===== src/hdl/mioabe_pkg.sv =====
// mioabe_pkg: register offsets, field positions and reset values
// for the multiplexed i/o port block; shared by both design files.
package mioabe_pkg;
  localparam int MIOABE_AW = 6;
  localparam logic [5:0] OFS_HIGH_DATA = 6'h00;
  localparam logic [5:0] OFS_LOW_DATA = 6'h04;
  localparam logic [5:0] OFS_HIGH_DIR = 6'h08;
  localparam logic [5:0] OFS_LOW_DIR = 6'h0c;
  localparam logic [5:0] OFS_BUSCTL_DATA = 6'h10;
  localparam logic [5:0] OFS_BUSCTL_DIR = 6'h14;
  localparam logic [5:0] OFS_PIN_ASSIGN = 6'h18;
  localparam logic [5:0] OFS_PULLUP = 6'h1c;
  localparam logic [5:0] OFS_DRIVE = 6'h20;
  localparam logic [5:0] OFS_WK_J_POL = 6'h24;
  localparam logic [5:0] OFS_WK_H_POL = 6'h28;
  localparam logic [5:0] OFS_WK_J_FLAG = 6'h2c;
  localparam logic [5:0] OFS_WK_H_FLAG = 6'h30;
  localparam logic [5:0] OFS_WK_J_EN = 6'h34;
  localparam logic [5:0] OFS_WK_H_EN = 6'h38;
  localparam logic [5:0] OFS_MODE = 6'h3c;
  // field positions in pullup and drive control
  localparam int BIT_HIGH = 0;
  localparam int BIT_LOW = 1;
  localparam int BIT_BUSCTL = 4;
  // low two bus-control pins are input-only
  localparam logic [7:0] BUSCTL_DIR_MASK = 8'hfc;
  localparam logic [7:0] RST_DIR = 8'h00;
  localparam logic [7:0] RST_PULLUP = 8'h00;
  localparam logic [7:0] RST_DRIVE = 8'h00;
  localparam logic [7:0] RST_PIN_ASSIGN = 8'h00;
  localparam logic [7:0] RST_POL = 8'h00;
  localparam logic [7:0] RST_FLAG = 8'h00;
  localparam logic [31:0] RD_UNMAPPED = 32'h00000000;
  typedef enum logic [1:0] {
    MIOABE_SINGLE = 2'b00,
    MIOABE_EXPANDED = 2'b01,
    MIOABE_PERIPH = 2'b10
  } mioabe_mode_t;
endpackage : mioabe_pkg


===== src/hdl/mioabe_wake_if.sv =====
// mioabe_wake_if: carries one key wake-up port between the top
// and its edge detector; all signals on the system clock.
`timescale 1ns/1ns
interface mioabe_wake_if;
  logic [7:0] pins;
  logic [7:0] polarity;
  logic [7:0] clear;
  logic [7:0] enable;
  logic [7:0] flags;
  logic irq;
  modport top (output pins, output polarity, output clear,
               output enable, input flags, input irq);
  modport det (input pins, input polarity, input clear,
               input enable, output flags, output irq);
endinterface : mioabe_wake_if


===== src/hdl/mioabe_top.sv =====
// mioabe_top: address/data ports, bus-control port and two key
// wake-up ports, reached over a classic wishbone slave.
// assumes pins synchronous to clk_i; pads resolve from out/oe.
`timescale 1ns/1ns
module mioabe_top
  import mioabe_pkg::*;
(
  input wire logic clk_i,
  input wire logic rst_i,
  input wire logic cyc_i,
  input wire logic stb_i,
  input wire logic we_i,
  input wire logic [MIOABE_AW-1:0] adr_i,
  input wire logic [3:0] sel_i,
  input wire logic [31:0] dat_i,
  output logic [31:0] dat_o,
  output logic ack_o,
  input wire logic [1:0] mode_i,
  input wire logic [7:0] high_in_i,
  output logic [7:0] high_out_o,
  output logic [7:0] high_oe_o,
  output logic [7:0] high_pullup_o,
  output logic high_reduced_o,
  input wire logic [7:0] low_in_i,
  output logic [7:0] low_out_o,
  output logic [7:0] low_oe_o,
  output logic [7:0] low_pullup_o,
  output logic low_reduced_o,
  input wire logic [15:0] ext_addr_i,
  input wire logic [15:0] ext_wdata_i,
  input wire logic ext_drive_i,
  output logic [15:0] ext_rdata_o,
  input wire logic [7:0] busctl_in_i,
  output logic [7:0] busctl_out_o,
  output logic [7:0] busctl_oe_o,
  input wire logic [7:0] busctl_func_out_i,
  input wire logic [7:0] busctl_func_oe_i,
  output logic [7:0] busctl_pullup_o,
  output logic busctl_reduced_o,
  output logic nonmaskable_int_in_o,
  output logic maskable_int_in_o,
  input wire logic [7:0] wakeup_j_pins_i,
  input wire logic [7:0] wakeup_h_pins_i,
  output logic wakeup_j_irq_o,
  output logic wakeup_h_irq_o
);
  typedef struct packed {
    logic [31:0] rdata;
    logic ack;
    logic [7:0] high_data;
    logic [7:0] high_port_direction;
    logic [7:0] low_data;
    logic [7:0] low_port_direction;
    logic [7:0] busctl_data;
    logic [7:0] busctl_port_direction;
    logic [7:0] busctl_pin_assign_reg;
    logic [7:0] pullup_control_reg;
    logic [7:0] drive_control_reg;
    logic drive_written;
    logic [7:0] wakeup_j_edge_polarity;
    logic [7:0] wakeup_h_edge_polarity;
    logic [7:0] wk_j_en;
    logic [7:0] wk_h_en;
    logic [7:0] high_out;
    logic [7:0] high_oe;
    logic [7:0] high_pu;
    logic [7:0] low_out;
    logic [7:0] low_oe;
    logic [7:0] low_pu;
    logic [15:0] ext_rdata;
    logic [7:0] bc_out;
    logic [7:0] bc_oe;
    logic [7:0] bc_pu;
    logic [1:0] irq_in;
  } mioabe_st_t;
  mioabe_st_t st;
  mioabe_st_t next_st;

  mioabe_wake_if wj ();
  mioabe_wake_if wh ();

  mioabe_wake u_wake_j (
    .clk_i(clk_i),
    .rst_i(rst_i),
    .w(wj.det)
  );
  mioabe_wake u_wake_h (
    .clk_i(clk_i),
    .rst_i(rst_i),
    .w(wh.det)
  );

  logic req;
  logic wr;
  logic rd_take;
  logic periph;
  logic expanded;
  logic ab_mapped;
  logic [7:0] wbyte;
  logic [7:0] bc_dir_eff;
  logic [7:0] bc_gpio;

  assign req = cyc_i & stb_i & ~st.ack;
  assign wr = req & we_i & sel_i[0];
  assign rd_take = req & ~we_i;
  assign wbyte = dat_i[7:0];
  assign periph = (mode_i == MIOABE_PERIPH);
  assign expanded = (mode_i == MIOABE_EXPANDED);
  assign ab_mapped = ~(periph | expanded);
  // functions assigned by pin-assign override direction bits
  assign bc_gpio = ~st.busctl_pin_assign_reg & BUSCTL_DIR_MASK;
  assign bc_dir_eff = st.busctl_port_direction & bc_gpio;

  assign wj.pins = wakeup_j_pins_i;
  assign wh.pins = wakeup_h_pins_i;
  assign wj.polarity = st.wakeup_j_edge_polarity;
  assign wh.polarity = st.wakeup_h_edge_polarity;
  assign wj.enable = st.wk_j_en;
  assign wh.enable = st.wk_h_en;
  // write one to clear a wake-up flag
  assign wj.clear = (wr && adr_i == OFS_WK_J_FLAG) ? wbyte : RST_FLAG;
  assign wh.clear = (wr && adr_i == OFS_WK_H_FLAG) ? wbyte : RST_FLAG;

  always_comb begin
    next_st = st;
    next_st.ack = req;
    if (wr) begin
      unique case (adr_i)
        OFS_HIGH_DATA:
          if (ab_mapped) next_st.high_data = wbyte;
        OFS_LOW_DATA:
          if (ab_mapped) next_st.low_data = wbyte;
        OFS_HIGH_DIR:
          if (ab_mapped) next_st.high_port_direction = wbyte;
        OFS_LOW_DIR:
          if (ab_mapped) next_st.low_port_direction = wbyte;
        OFS_BUSCTL_DATA: next_st.busctl_data = wbyte;
        OFS_BUSCTL_DIR: next_st.busctl_port_direction = wbyte;
        OFS_PIN_ASSIGN: next_st.busctl_pin_assign_reg = wbyte;
        OFS_PULLUP:
          if (!periph) next_st.pullup_control_reg = wbyte;
        OFS_DRIVE:
          if (!periph && !st.drive_written) begin
            next_st.drive_control_reg = wbyte;
            next_st.drive_written = 1'b1;
          end
        OFS_WK_J_POL: next_st.wakeup_j_edge_polarity = wbyte;
        OFS_WK_H_POL: next_st.wakeup_h_edge_polarity = wbyte;
        OFS_WK_J_EN: next_st.wk_j_en = wbyte;
        OFS_WK_H_EN: next_st.wk_h_en = wbyte;
        default: ;
      endcase
    end
    if (rd_take) begin
      next_st.rdata = RD_UNMAPPED;
      unique case (adr_i)
        OFS_HIGH_DATA:
          if (ab_mapped) next_st.rdata[7:0] = (st.high_data &
            st.high_port_direction) | (high_in_i &
            ~st.high_port_direction);
        OFS_LOW_DATA:
          if (ab_mapped) next_st.rdata[7:0] = (st.low_data &
            st.low_port_direction) | (low_in_i &
            ~st.low_port_direction);
        OFS_HIGH_DIR:
          if (ab_mapped) next_st.rdata[7:0] = st.high_port_direction;
        OFS_LOW_DIR:
          if (ab_mapped) next_st.rdata[7:0] = st.low_port_direction;
        // pe1:0 always show the pin level, even as interrupt inputs
        OFS_BUSCTL_DATA: next_st.rdata[7:0] = (st.busctl_data &
          bc_dir_eff) | (busctl_in_i & ~bc_dir_eff);
        OFS_BUSCTL_DIR: next_st.rdata[7:0] = st.busctl_port_direction;
        OFS_PIN_ASSIGN: next_st.rdata[7:0] = st.busctl_pin_assign_reg;
        OFS_PULLUP:
          if (!periph) next_st.rdata[7:0] = st.pullup_control_reg;
        OFS_DRIVE:
          if (!periph) next_st.rdata[7:0] = st.drive_control_reg;
        OFS_WK_J_POL: next_st.rdata[7:0] = st.wakeup_j_edge_polarity;
        OFS_WK_H_POL: next_st.rdata[7:0] = st.wakeup_h_edge_polarity;
        OFS_WK_J_FLAG: next_st.rdata[7:0] = wj.flags;
        OFS_WK_H_FLAG: next_st.rdata[7:0] = wh.flags;
        OFS_WK_J_EN: next_st.rdata[7:0] = st.wk_j_en;
        OFS_WK_H_EN: next_st.rdata[7:0] = st.wk_h_en;
        OFS_MODE: next_st.rdata[1:0] = mode_i;
        default: ;
      endcase
    end
    // address/data ports: bus in expanded and peripheral modes, gpio in single mode
    if (ab_mapped) begin
      next_st.high_out = st.high_data;
      next_st.high_oe = st.high_port_direction;
      next_st.low_out = st.low_data;
      next_st.low_oe = st.low_port_direction;
    end else begin
      next_st.high_out = ext_drive_i ? ext_wdata_i[15:8]
                                     : ext_addr_i[15:8];
      next_st.low_out = ext_drive_i ? ext_wdata_i[7:0]
                                    : ext_addr_i[7:0];
      next_st.high_oe = {8{ext_drive_i}};
      next_st.low_oe = {8{ext_drive_i}};
    end
    next_st.ext_rdata = {high_in_i, low_in_i};
    // pullups act on input pins only
    next_st.high_pu = {8{st.pullup_control_reg[BIT_HIGH]}} &
                      ~next_st.high_oe;
    next_st.low_pu = {8{st.pullup_control_reg[BIT_LOW]}} &
                     ~next_st.low_oe;
    for (int i = 0; i < 8; i++) begin
      if (bc_gpio[i]) begin
        next_st.bc_out[i] = st.busctl_data[i];
        next_st.bc_oe[i] = bc_dir_eff[i];
      end else if (i < 2) begin
        next_st.bc_out[i] = 1'b0;
        next_st.bc_oe[i] = 1'b0;
      end else begin
        next_st.bc_out[i] = busctl_func_out_i[i];
        next_st.bc_oe[i] = busctl_func_oe_i[i];
      end
    end
    next_st.bc_pu = {8{st.pullup_control_reg[BIT_BUSCTL]}} &
                    ~next_st.bc_oe;
    next_st.irq_in = busctl_in_i[1:0];
  end

  always_ff @(posedge clk_i) begin
    if (rst_i) begin
      st <= '0;
      st.high_port_direction <= RST_DIR;
      st.low_port_direction <= RST_DIR;
      st.busctl_port_direction <= RST_DIR;
      st.busctl_pin_assign_reg <= RST_PIN_ASSIGN;
      st.pullup_control_reg <= RST_PULLUP;
      st.drive_control_reg <= RST_DRIVE;
      st.drive_written <= 1'b0;
      st.wakeup_j_edge_polarity <= RST_POL;
      st.wakeup_h_edge_polarity <= RST_POL;
      st.irq_in <= 2'b11;
    end else begin
      st <= next_st;
    end
  end

  assign dat_o = st.rdata;
  assign ack_o = st.ack;
  assign high_out_o = st.high_out;
  assign high_oe_o = st.high_oe;
  assign high_pullup_o = st.high_pu;
  assign high_reduced_o = st.drive_control_reg[BIT_HIGH];
  assign low_out_o = st.low_out;
  assign low_oe_o = st.low_oe;
  assign low_pullup_o = st.low_pu;
  assign low_reduced_o = st.drive_control_reg[BIT_LOW];
  assign ext_rdata_o = st.ext_rdata;
  assign busctl_out_o = st.bc_out;
  assign busctl_oe_o = st.bc_oe;
  assign busctl_pullup_o = st.bc_pu;
  assign busctl_reduced_o = st.drive_control_reg[BIT_BUSCTL];
  assign nonmaskable_int_in_o = st.irq_in[0];
  assign maskable_int_in_o = st.irq_in[1];
  assign wakeup_j_irq_o = wj.irq;
  assign wakeup_h_irq_o = wh.irq;
endmodule : mioabe_top


===== src/hdl/mioabe_wake.sv =====
// mioabe_wake: per-pin edge detector with sticky flags for one
// key wake-up port. assumes pins already synchronous to clk_i.
`timescale 1ns/1ns
module mioabe_wake
  import mioabe_pkg::*;
(
  input wire logic clk_i,
  input wire logic rst_i,
  mioabe_wake_if.det w
);
  typedef struct packed {
    logic [7:0] prev;
    logic [7:0] flags;
    logic irq;
  } mioabe_wake_st_t;
  mioabe_wake_st_t st;
  mioabe_wake_st_t next_st;
  logic [7:0] hit;

  // polarity bit set selects rising edge, clear selects falling
  genvar g;
  for (g = 0; g < 8; g++) begin : g_pin
    assign hit[g] = w.polarity[g] ? (w.pins[g] & ~st.prev[g])
                                  : (~w.pins[g] & st.prev[g]);
  end

  always_comb begin
    next_st = st;
    next_st.prev = w.pins;
    // a fresh edge wins over a clear in the same cycle
    next_st.flags = (st.flags & ~w.clear) | hit;
    next_st.irq = |(next_st.flags & w.enable);
  end

  always_ff @(posedge clk_i) begin
    if (rst_i) begin
      st.prev <= RST_FLAG;
      st.flags <= RST_FLAG;
      st.irq <= 1'b0;
    end else begin
      // first cycle out of reset may see prev=0: a spurious rising
      // hit is possible for a high pin; software clears it
      st <= next_st;
    end
  end

  assign w.flags = st.flags;
  assign w.irq = st.irq;
endmodule : mioabe_wake


===== config.mk =====
export PLATFORM = sky130hd
export DESIGN_NAME = mioabe_top
export DESIGN_NICKNAME = d
export VERILOG_FILES = /design/src/hdl/mioabe_pkg.sv /design/src/hdl/mioabe_wake_if.sv /design/src/hdl/mioabe_top.sv /design/src/hdl/mioabe_wake.sv
export SDC_FILE = /design/constraint.sdc
export NUM_CORES = 1
export LEC_CHECK = 0
export BUFFER_PORTS_ARGS = -buffer_cell sky130_fd_sc_hd__buf_2
export CELL_PAD_IN_SITES_DETAIL_PLACEMENT = 0
export CELL_PAD_IN_SITES_GLOBAL_PLACEMENT = 1
export CORE_MARGIN = 2
export CORE_UTILIZATION = 30
export DETAILED_ROUTE_END_ITERATION = 8
export GPL_TIMING_DRIVEN = 0
export PLACE_DENSITY = 0.74
export SETUP_SLACK_MARGIN = 0.05
export SKIP_LAST_GASP = 1
export SLEW_MARGIN = 30
export SYNTH_ARGS = -nofsm -noshare
export SYNTH_HDL_FRONTEND = slang
export SYNTH_SLANG_ARGS = --single-unit

===== constraint.sdc =====
create_clock -name clk_i -period 3.4 [get_ports clk_i]
set_clock_uncertainty 0.2 [all_clocks]
set_input_delay 0.34 -clock clk_i [delete_from_list [all_inputs] [get_ports clk_i]]
set_output_delay 0.34 -clock clk_i [all_outputs]
set_load 0.01 [all_outputs]

# Word-level counts from Yosys, hierarchy flattened
# Index checks and enable logic that the tools add are counted.
# op_classes
eq_ne,17
n_mux,42
bitwise,102
reduce_logical,21
# op_table
cell,n
AND 8 bit,14
case mux 6 bit (15 select lines),1
2-to-1 mux 8 bit,10
inverter 8 bit,9
equality test 6 bit (second input constant),8
bitwise OR 8 bit,5
AND 1 bit,37
inverter 1 bit,36
2-to-1 mux 16 bit,2
case mux 2 bit (16 select lines),1
2-to-1 mux 1 bit,28
equality test 6 x 5 -> 1 bit (second input constant),4
AND reduction 3 bit,6
OR reduction 8 bit,2
AND reduction 2 bit,7
equality test 6 x 4 -> 1 bit (second input constant),2
equality test 6 x 3 -> 1 bit (second input constant),1
zero test 6 bit,1
logical AND 1 bit,3
equality test 2 x 1 -> 1 bit (second input constant),1
equality test 2 bit (second input constant),1
zero test 1 bit,2
bitwise OR 1 bit,1
# word_totals
reg_bits,238
input_bits,138
output_inout_bits,128
word_cells,217

# Longest topological paths before layout
# depth
ltp_word,11
depth_mapped,9

# Cells and area by module
# From an unflattened synthesis, not the netlist that was laid out.
# unflattened
hier_cells,1207
area_unflattened_um2,10889.2
# by_module_without_submodules
mod,instances,cells_per_inst,area_each_um2
mioabe_top,1,1021,9180.1
mioabe_wake,2,93,854.6

# Worst setup path before layout
# No wires, ideal clock.
# synth_timing
path_type,in2reg
startpoint,input port adr_i[5]
endpoint,"register, netlist name u_wake_j.w.irq"
arrival_time_ns,2.020
slack_ns,1.047
path_stages,8
n_path_buf,2
cell_sequence,buf_4 -> or4b_1 -> buf_2 -> nor4_4 -> nand2_1 -> a221o_1 -> a221oi_2 -> a31oi_1
# synth_via
elab_chain_cells,8
# synth_lines
element,line_no,rtl
from (decl),mioabe_top.sv:13,"input wire logic [MIOABE_AW-1:0] adr_i,"
equality test 6 bit,mioabe_top.sv:121,assign wj.clear = (wr && adr_i == OFS_WK_J_FLAG) ? wbyte : RST_FLAG;
logical AND 1 bit,mioabe_top.sv:121,
2-to-1 mux 8 bit,mioabe_top.sv:121,
inverter 8 bit,mioabe_wake.sv:31,next_st.flags = (st.flags & ~w.clear) | hit;
AND 8 bit,mioabe_wake.sv:31,
bitwise OR 8 bit,mioabe_wake.sv:31,
AND 8 bit,mioabe_wake.sv:32,next_st.irq = |(next_st.flags & w.enable);
OR reduction 8 bit,mioabe_wake.sv:32,
# No other way between the ends.
# A chain may end at the register's enable or synchronous reset.

# Worst setup path after layout
# layout_timing
startpoint,register st (netlist bit ack_o)
endpoint,register st[144] in the netlist's numbering
# layout_via
elab_chain_cells,5
# layout_lines
element,line_no,rtl
from (decl),mioabe_top.sv:76,mioabe_st_t st;
from (signal assigned),mioabe_top.sv:239,st <= next_st;
inverter 1 bit,mioabe_top.sv:103,assign req = cyc_i & stb_i & ~st.ack;
AND 1 bit,mioabe_top.sv:103,
AND 1 bit (2 in a row),mioabe_top.sv:104,assign wr = req & we_i & sel_i[0];
AND reduction 2 bit (no line),n/a,
# No other way between the ends.

==> flow_summary.toml <==
[yosys]
synth_top_area_share_pct = 44.3
ys_top_cells_by_area = "dfxtp_1, buf_4, mux2i_1, a21oi_1, nand2_1"
synthArstFlopShare_pct = 0
ys_top_cells_by_count = "dfxtp_1, a21oi_1, nand2_1"
synth_area_per_cell_sq_um = 8.68
synth_cell_type_count = 61
syn_inst = 1201
synth_most_common_cell = "dfxtp_1"
ys_ff_latch = 231
syn_area_sq_um = 10400
yosysWarnings = 0
synth_top_flop_cell = "dfxtp_1"
synth-edff-count = 0
synth_top_cell_by_area = "dfxtp_1"
ys_seq_area_share_pct = 44.3

[floorplan]
die_w_um = 190
core_sq_um = 34400
die_h_um = 190
num_rows = 68
pin_count = 266
initial_core_util_pct = 30.3
dieArea_sq_um = 36300

[critical_path]
ff2ff_path_depth = 6
timing.rr.start = "ack_o$_SDFF_PP0_"
cp_top_family = "simple AND/OR/NAND/NOR gates"
cpMaxStageDelayCell = "nor2_1"
arrival_ps = 3140
r2r_slack_ps = 520
crit_fanout = 10
crit_path_cell_trace = "nand3b_1 -> nor2_1 -> nand2_1 -> nor2_1 -> nand2_1 -> a21oi_1"
max_stage_delay_ps = 670
required_ps = 3650
r2r-end = "st[144]$_SDFFE_PP0P_"
crit_buf_inv = 0
critPathCaptureType = "flip-flop"
startpoint_type = "flip-flop"
crit_type = "flip-flop to flip-flop"

[run_status]
outcome = "finished with violations"
violations = "hold timing"

[finish]
synthToLayoutAreaGrowth_pct = 31.2
finalInstanceArea_sq_um = 13700
drive_gt1_share_pct = 26.1
final_util_pct = 39.8
n_fill_cell = 3537
final_nets = 1667
regMostFlops = "st"
largest_reg_flops = 68

[detailed_routing]
first_pass_iters = 5
num_vias = 9838
wl_um = 41700
drtIter0Drc = 799
ant_nets = 0
drc_errors = 0
avgViaCountPerCell = 4.92
avgRoutedWirePerCell_um = 20.9

[grt]
antenna_found_initial = 1
grt_max_degree = 14
grt_pass1_vias = 9236
grt_pass1_wl_um = 59400
overflow = 0
track_usage_pct = 22.3

[pwr]
switching_share_pct = 24.9
seqPwrFrac_pct = 44.6
intPower_mw = 4.69
pwr_density_cell_nw_per_um2 = 457
power_leakage_nw = 5.63
clkPwrFrac_pct = 44.7
power_frac_comb_pct = 10.7
ir_worst_vdd_mv = 0.290
switchingPower_mw = 1.55

[placement]
portBuffers = 203
dp_hpwl_um = 31100
gp_congestion = 0.949
placed_area_sq_um = 12200
place_ws_ps = 120

[sta]
rsz0062_at_grt = "no"
slew-limit-headroom_pct = 25.0
post-route-period-util_pct = 84.8
worst_slew_pin_slew_ps = 1100
setup-tns-final_ps = 0
final_hold_viol_count = 1
period_needed_ps = 2880
timing.hold.ws_ps = -1.75
fin_ws_ps = 517
setup_viol = 0
maxSlewViolCount = 0
fmax_ghz = 0.347

[run]
max_cap_viol_count = 0

[cts]
htreeDepth = 1
clk_latency_ps = 530
cts_sinks = 231
clk_pin_slew_worst_paths_ps = 60
numCtsBuffers = 25
cts-root-buf = "clkbuf_16"
ctsLongestPathBuffers = 3
cts_tree = "yes"

[min_path]
hold_start = "ext_addr_i[3]"
hp-class = "input port to flip-flop"
min_delay_worst_endpoint = "low_out_o[3]$_SDFF_PP0_"
hold_depth = 5
-- cell type report --
cell class | instances | area [sq um] | share of cell area (%)
antenna | 1 | 2.50 | 0.0183
buffer | 189 | 1170 | 8.58
clock buffer | 31 | 688 | 5.03
clock inverter | 11 | 136 | 0.997
inverter | 5 | 18.8 | 0.137
multi-input combinational | 803 | 4750 | 34.7
sequential | 231 | 4620 | 33.8
tap | 455 | 569 | 4.16
timing repair buffer | 273 | 1720 | 12.5
-- cell families after synthesis --
logic type | synth area share (%)
and+or+nand+nor | 18.4
AOI/OAI and AO/OA | 17.3
DFF | 44.3
buffers and inverters | 11.4
muxes | 8.42
adders and majority gates | 0.120
other | 0.0360
-- worst max-delay path by stage --
stage,startpoint,slack (ps),cells after the start,end
2_1_floorplan,adr_i[5],1050,8,u_wake_j.w.irq$_SDFF_PP0_
3_3_place_gp,adr_i[3],-220,7,st[162]$_SDFFE_PP0P_
3_5_place_dp,mode_i[0],120,8,dat_o[1]$_SDFFE_PP0P_
4_1_cts,ack_o$_SDFF_PP0_,600,6,st[186]$_SDFFE_PP0P_
5_1_grt,ack_o$_SDFF_PP0_,370,6,st[140]$_SDFFE_PP0P_
6_report,ack_o$_SDFF_PP0_,520,6,st[144]$_SDFFE_PP0P_
-- power groups by stage --
| stage | Sequential [mW] | Clock [mW] | Combinational, mW |
|---|---|---|---|
| after floorplan | 2.84 | 0 | 0.329 |
| after global placement | 2.85 | 0 | 0.587 |
| after detailed placement | 2.85 | 0 | 0.592 |
| after CTS | 2.79 | 2.83 | 0.659 |
| after global routing | 2.79 | 2.94 | 0.712 |
| final | 2.79 | 2.79 | 0.665 |
-- layout by cell type, fill, tap and decap left out, types with 7 or more instances in the layout --
cell type and instances:
a21oi_1 148, a221o_1 10, a221oi_1 8, a22o_1 7
a22oi_1 18, and3_1 10, buf_2 208, buf_4 123
clkbuf_1 59, clkbuf_16 25, conb_1 28, dfxtp_1 231
dlygate4sd3_1 68, mux2i_1 81, nand2_1 137, nand2b_1 11
nand3_1 7, nand4_1 8, nor2_1 107, nor2b_1 59
nor3b_1 14, o21ai_0 62, o22ai_1 9
-- repair_timing --
item                      CTS  global route
buffers inserted            0             0
resized for setup           0             0
hold endpoints to repair   68             0
hold buffers               68             0
-- per-stage QoR --
step,power (mW),instances
floorplan,3.17,1228
detailed placement,3.44,1887
global route,6.44,1998
global placement,3.43,1886
CTS,6.27,1997
finish,6.25,1999
-- metal layers --
layer	track usage, %	part of all wire [%]	vias to the layer above
met1	29.5	43	4653
met5	0	0	-
met4	7.57	2.9	0
met3	3.96	7.9	68
li1	-	-	4698
met2	36.5	46	419
-- worst register-to-register path, cell delays in order, from the launching register on --
cell and delay (ps):
dfxtp_1 310, nand3b_1 390, nor2_1 520, nand2_1 410, nor2_1 670, nand2_1 140, a21oi_1 180
(Power assumes the default switching activity.)
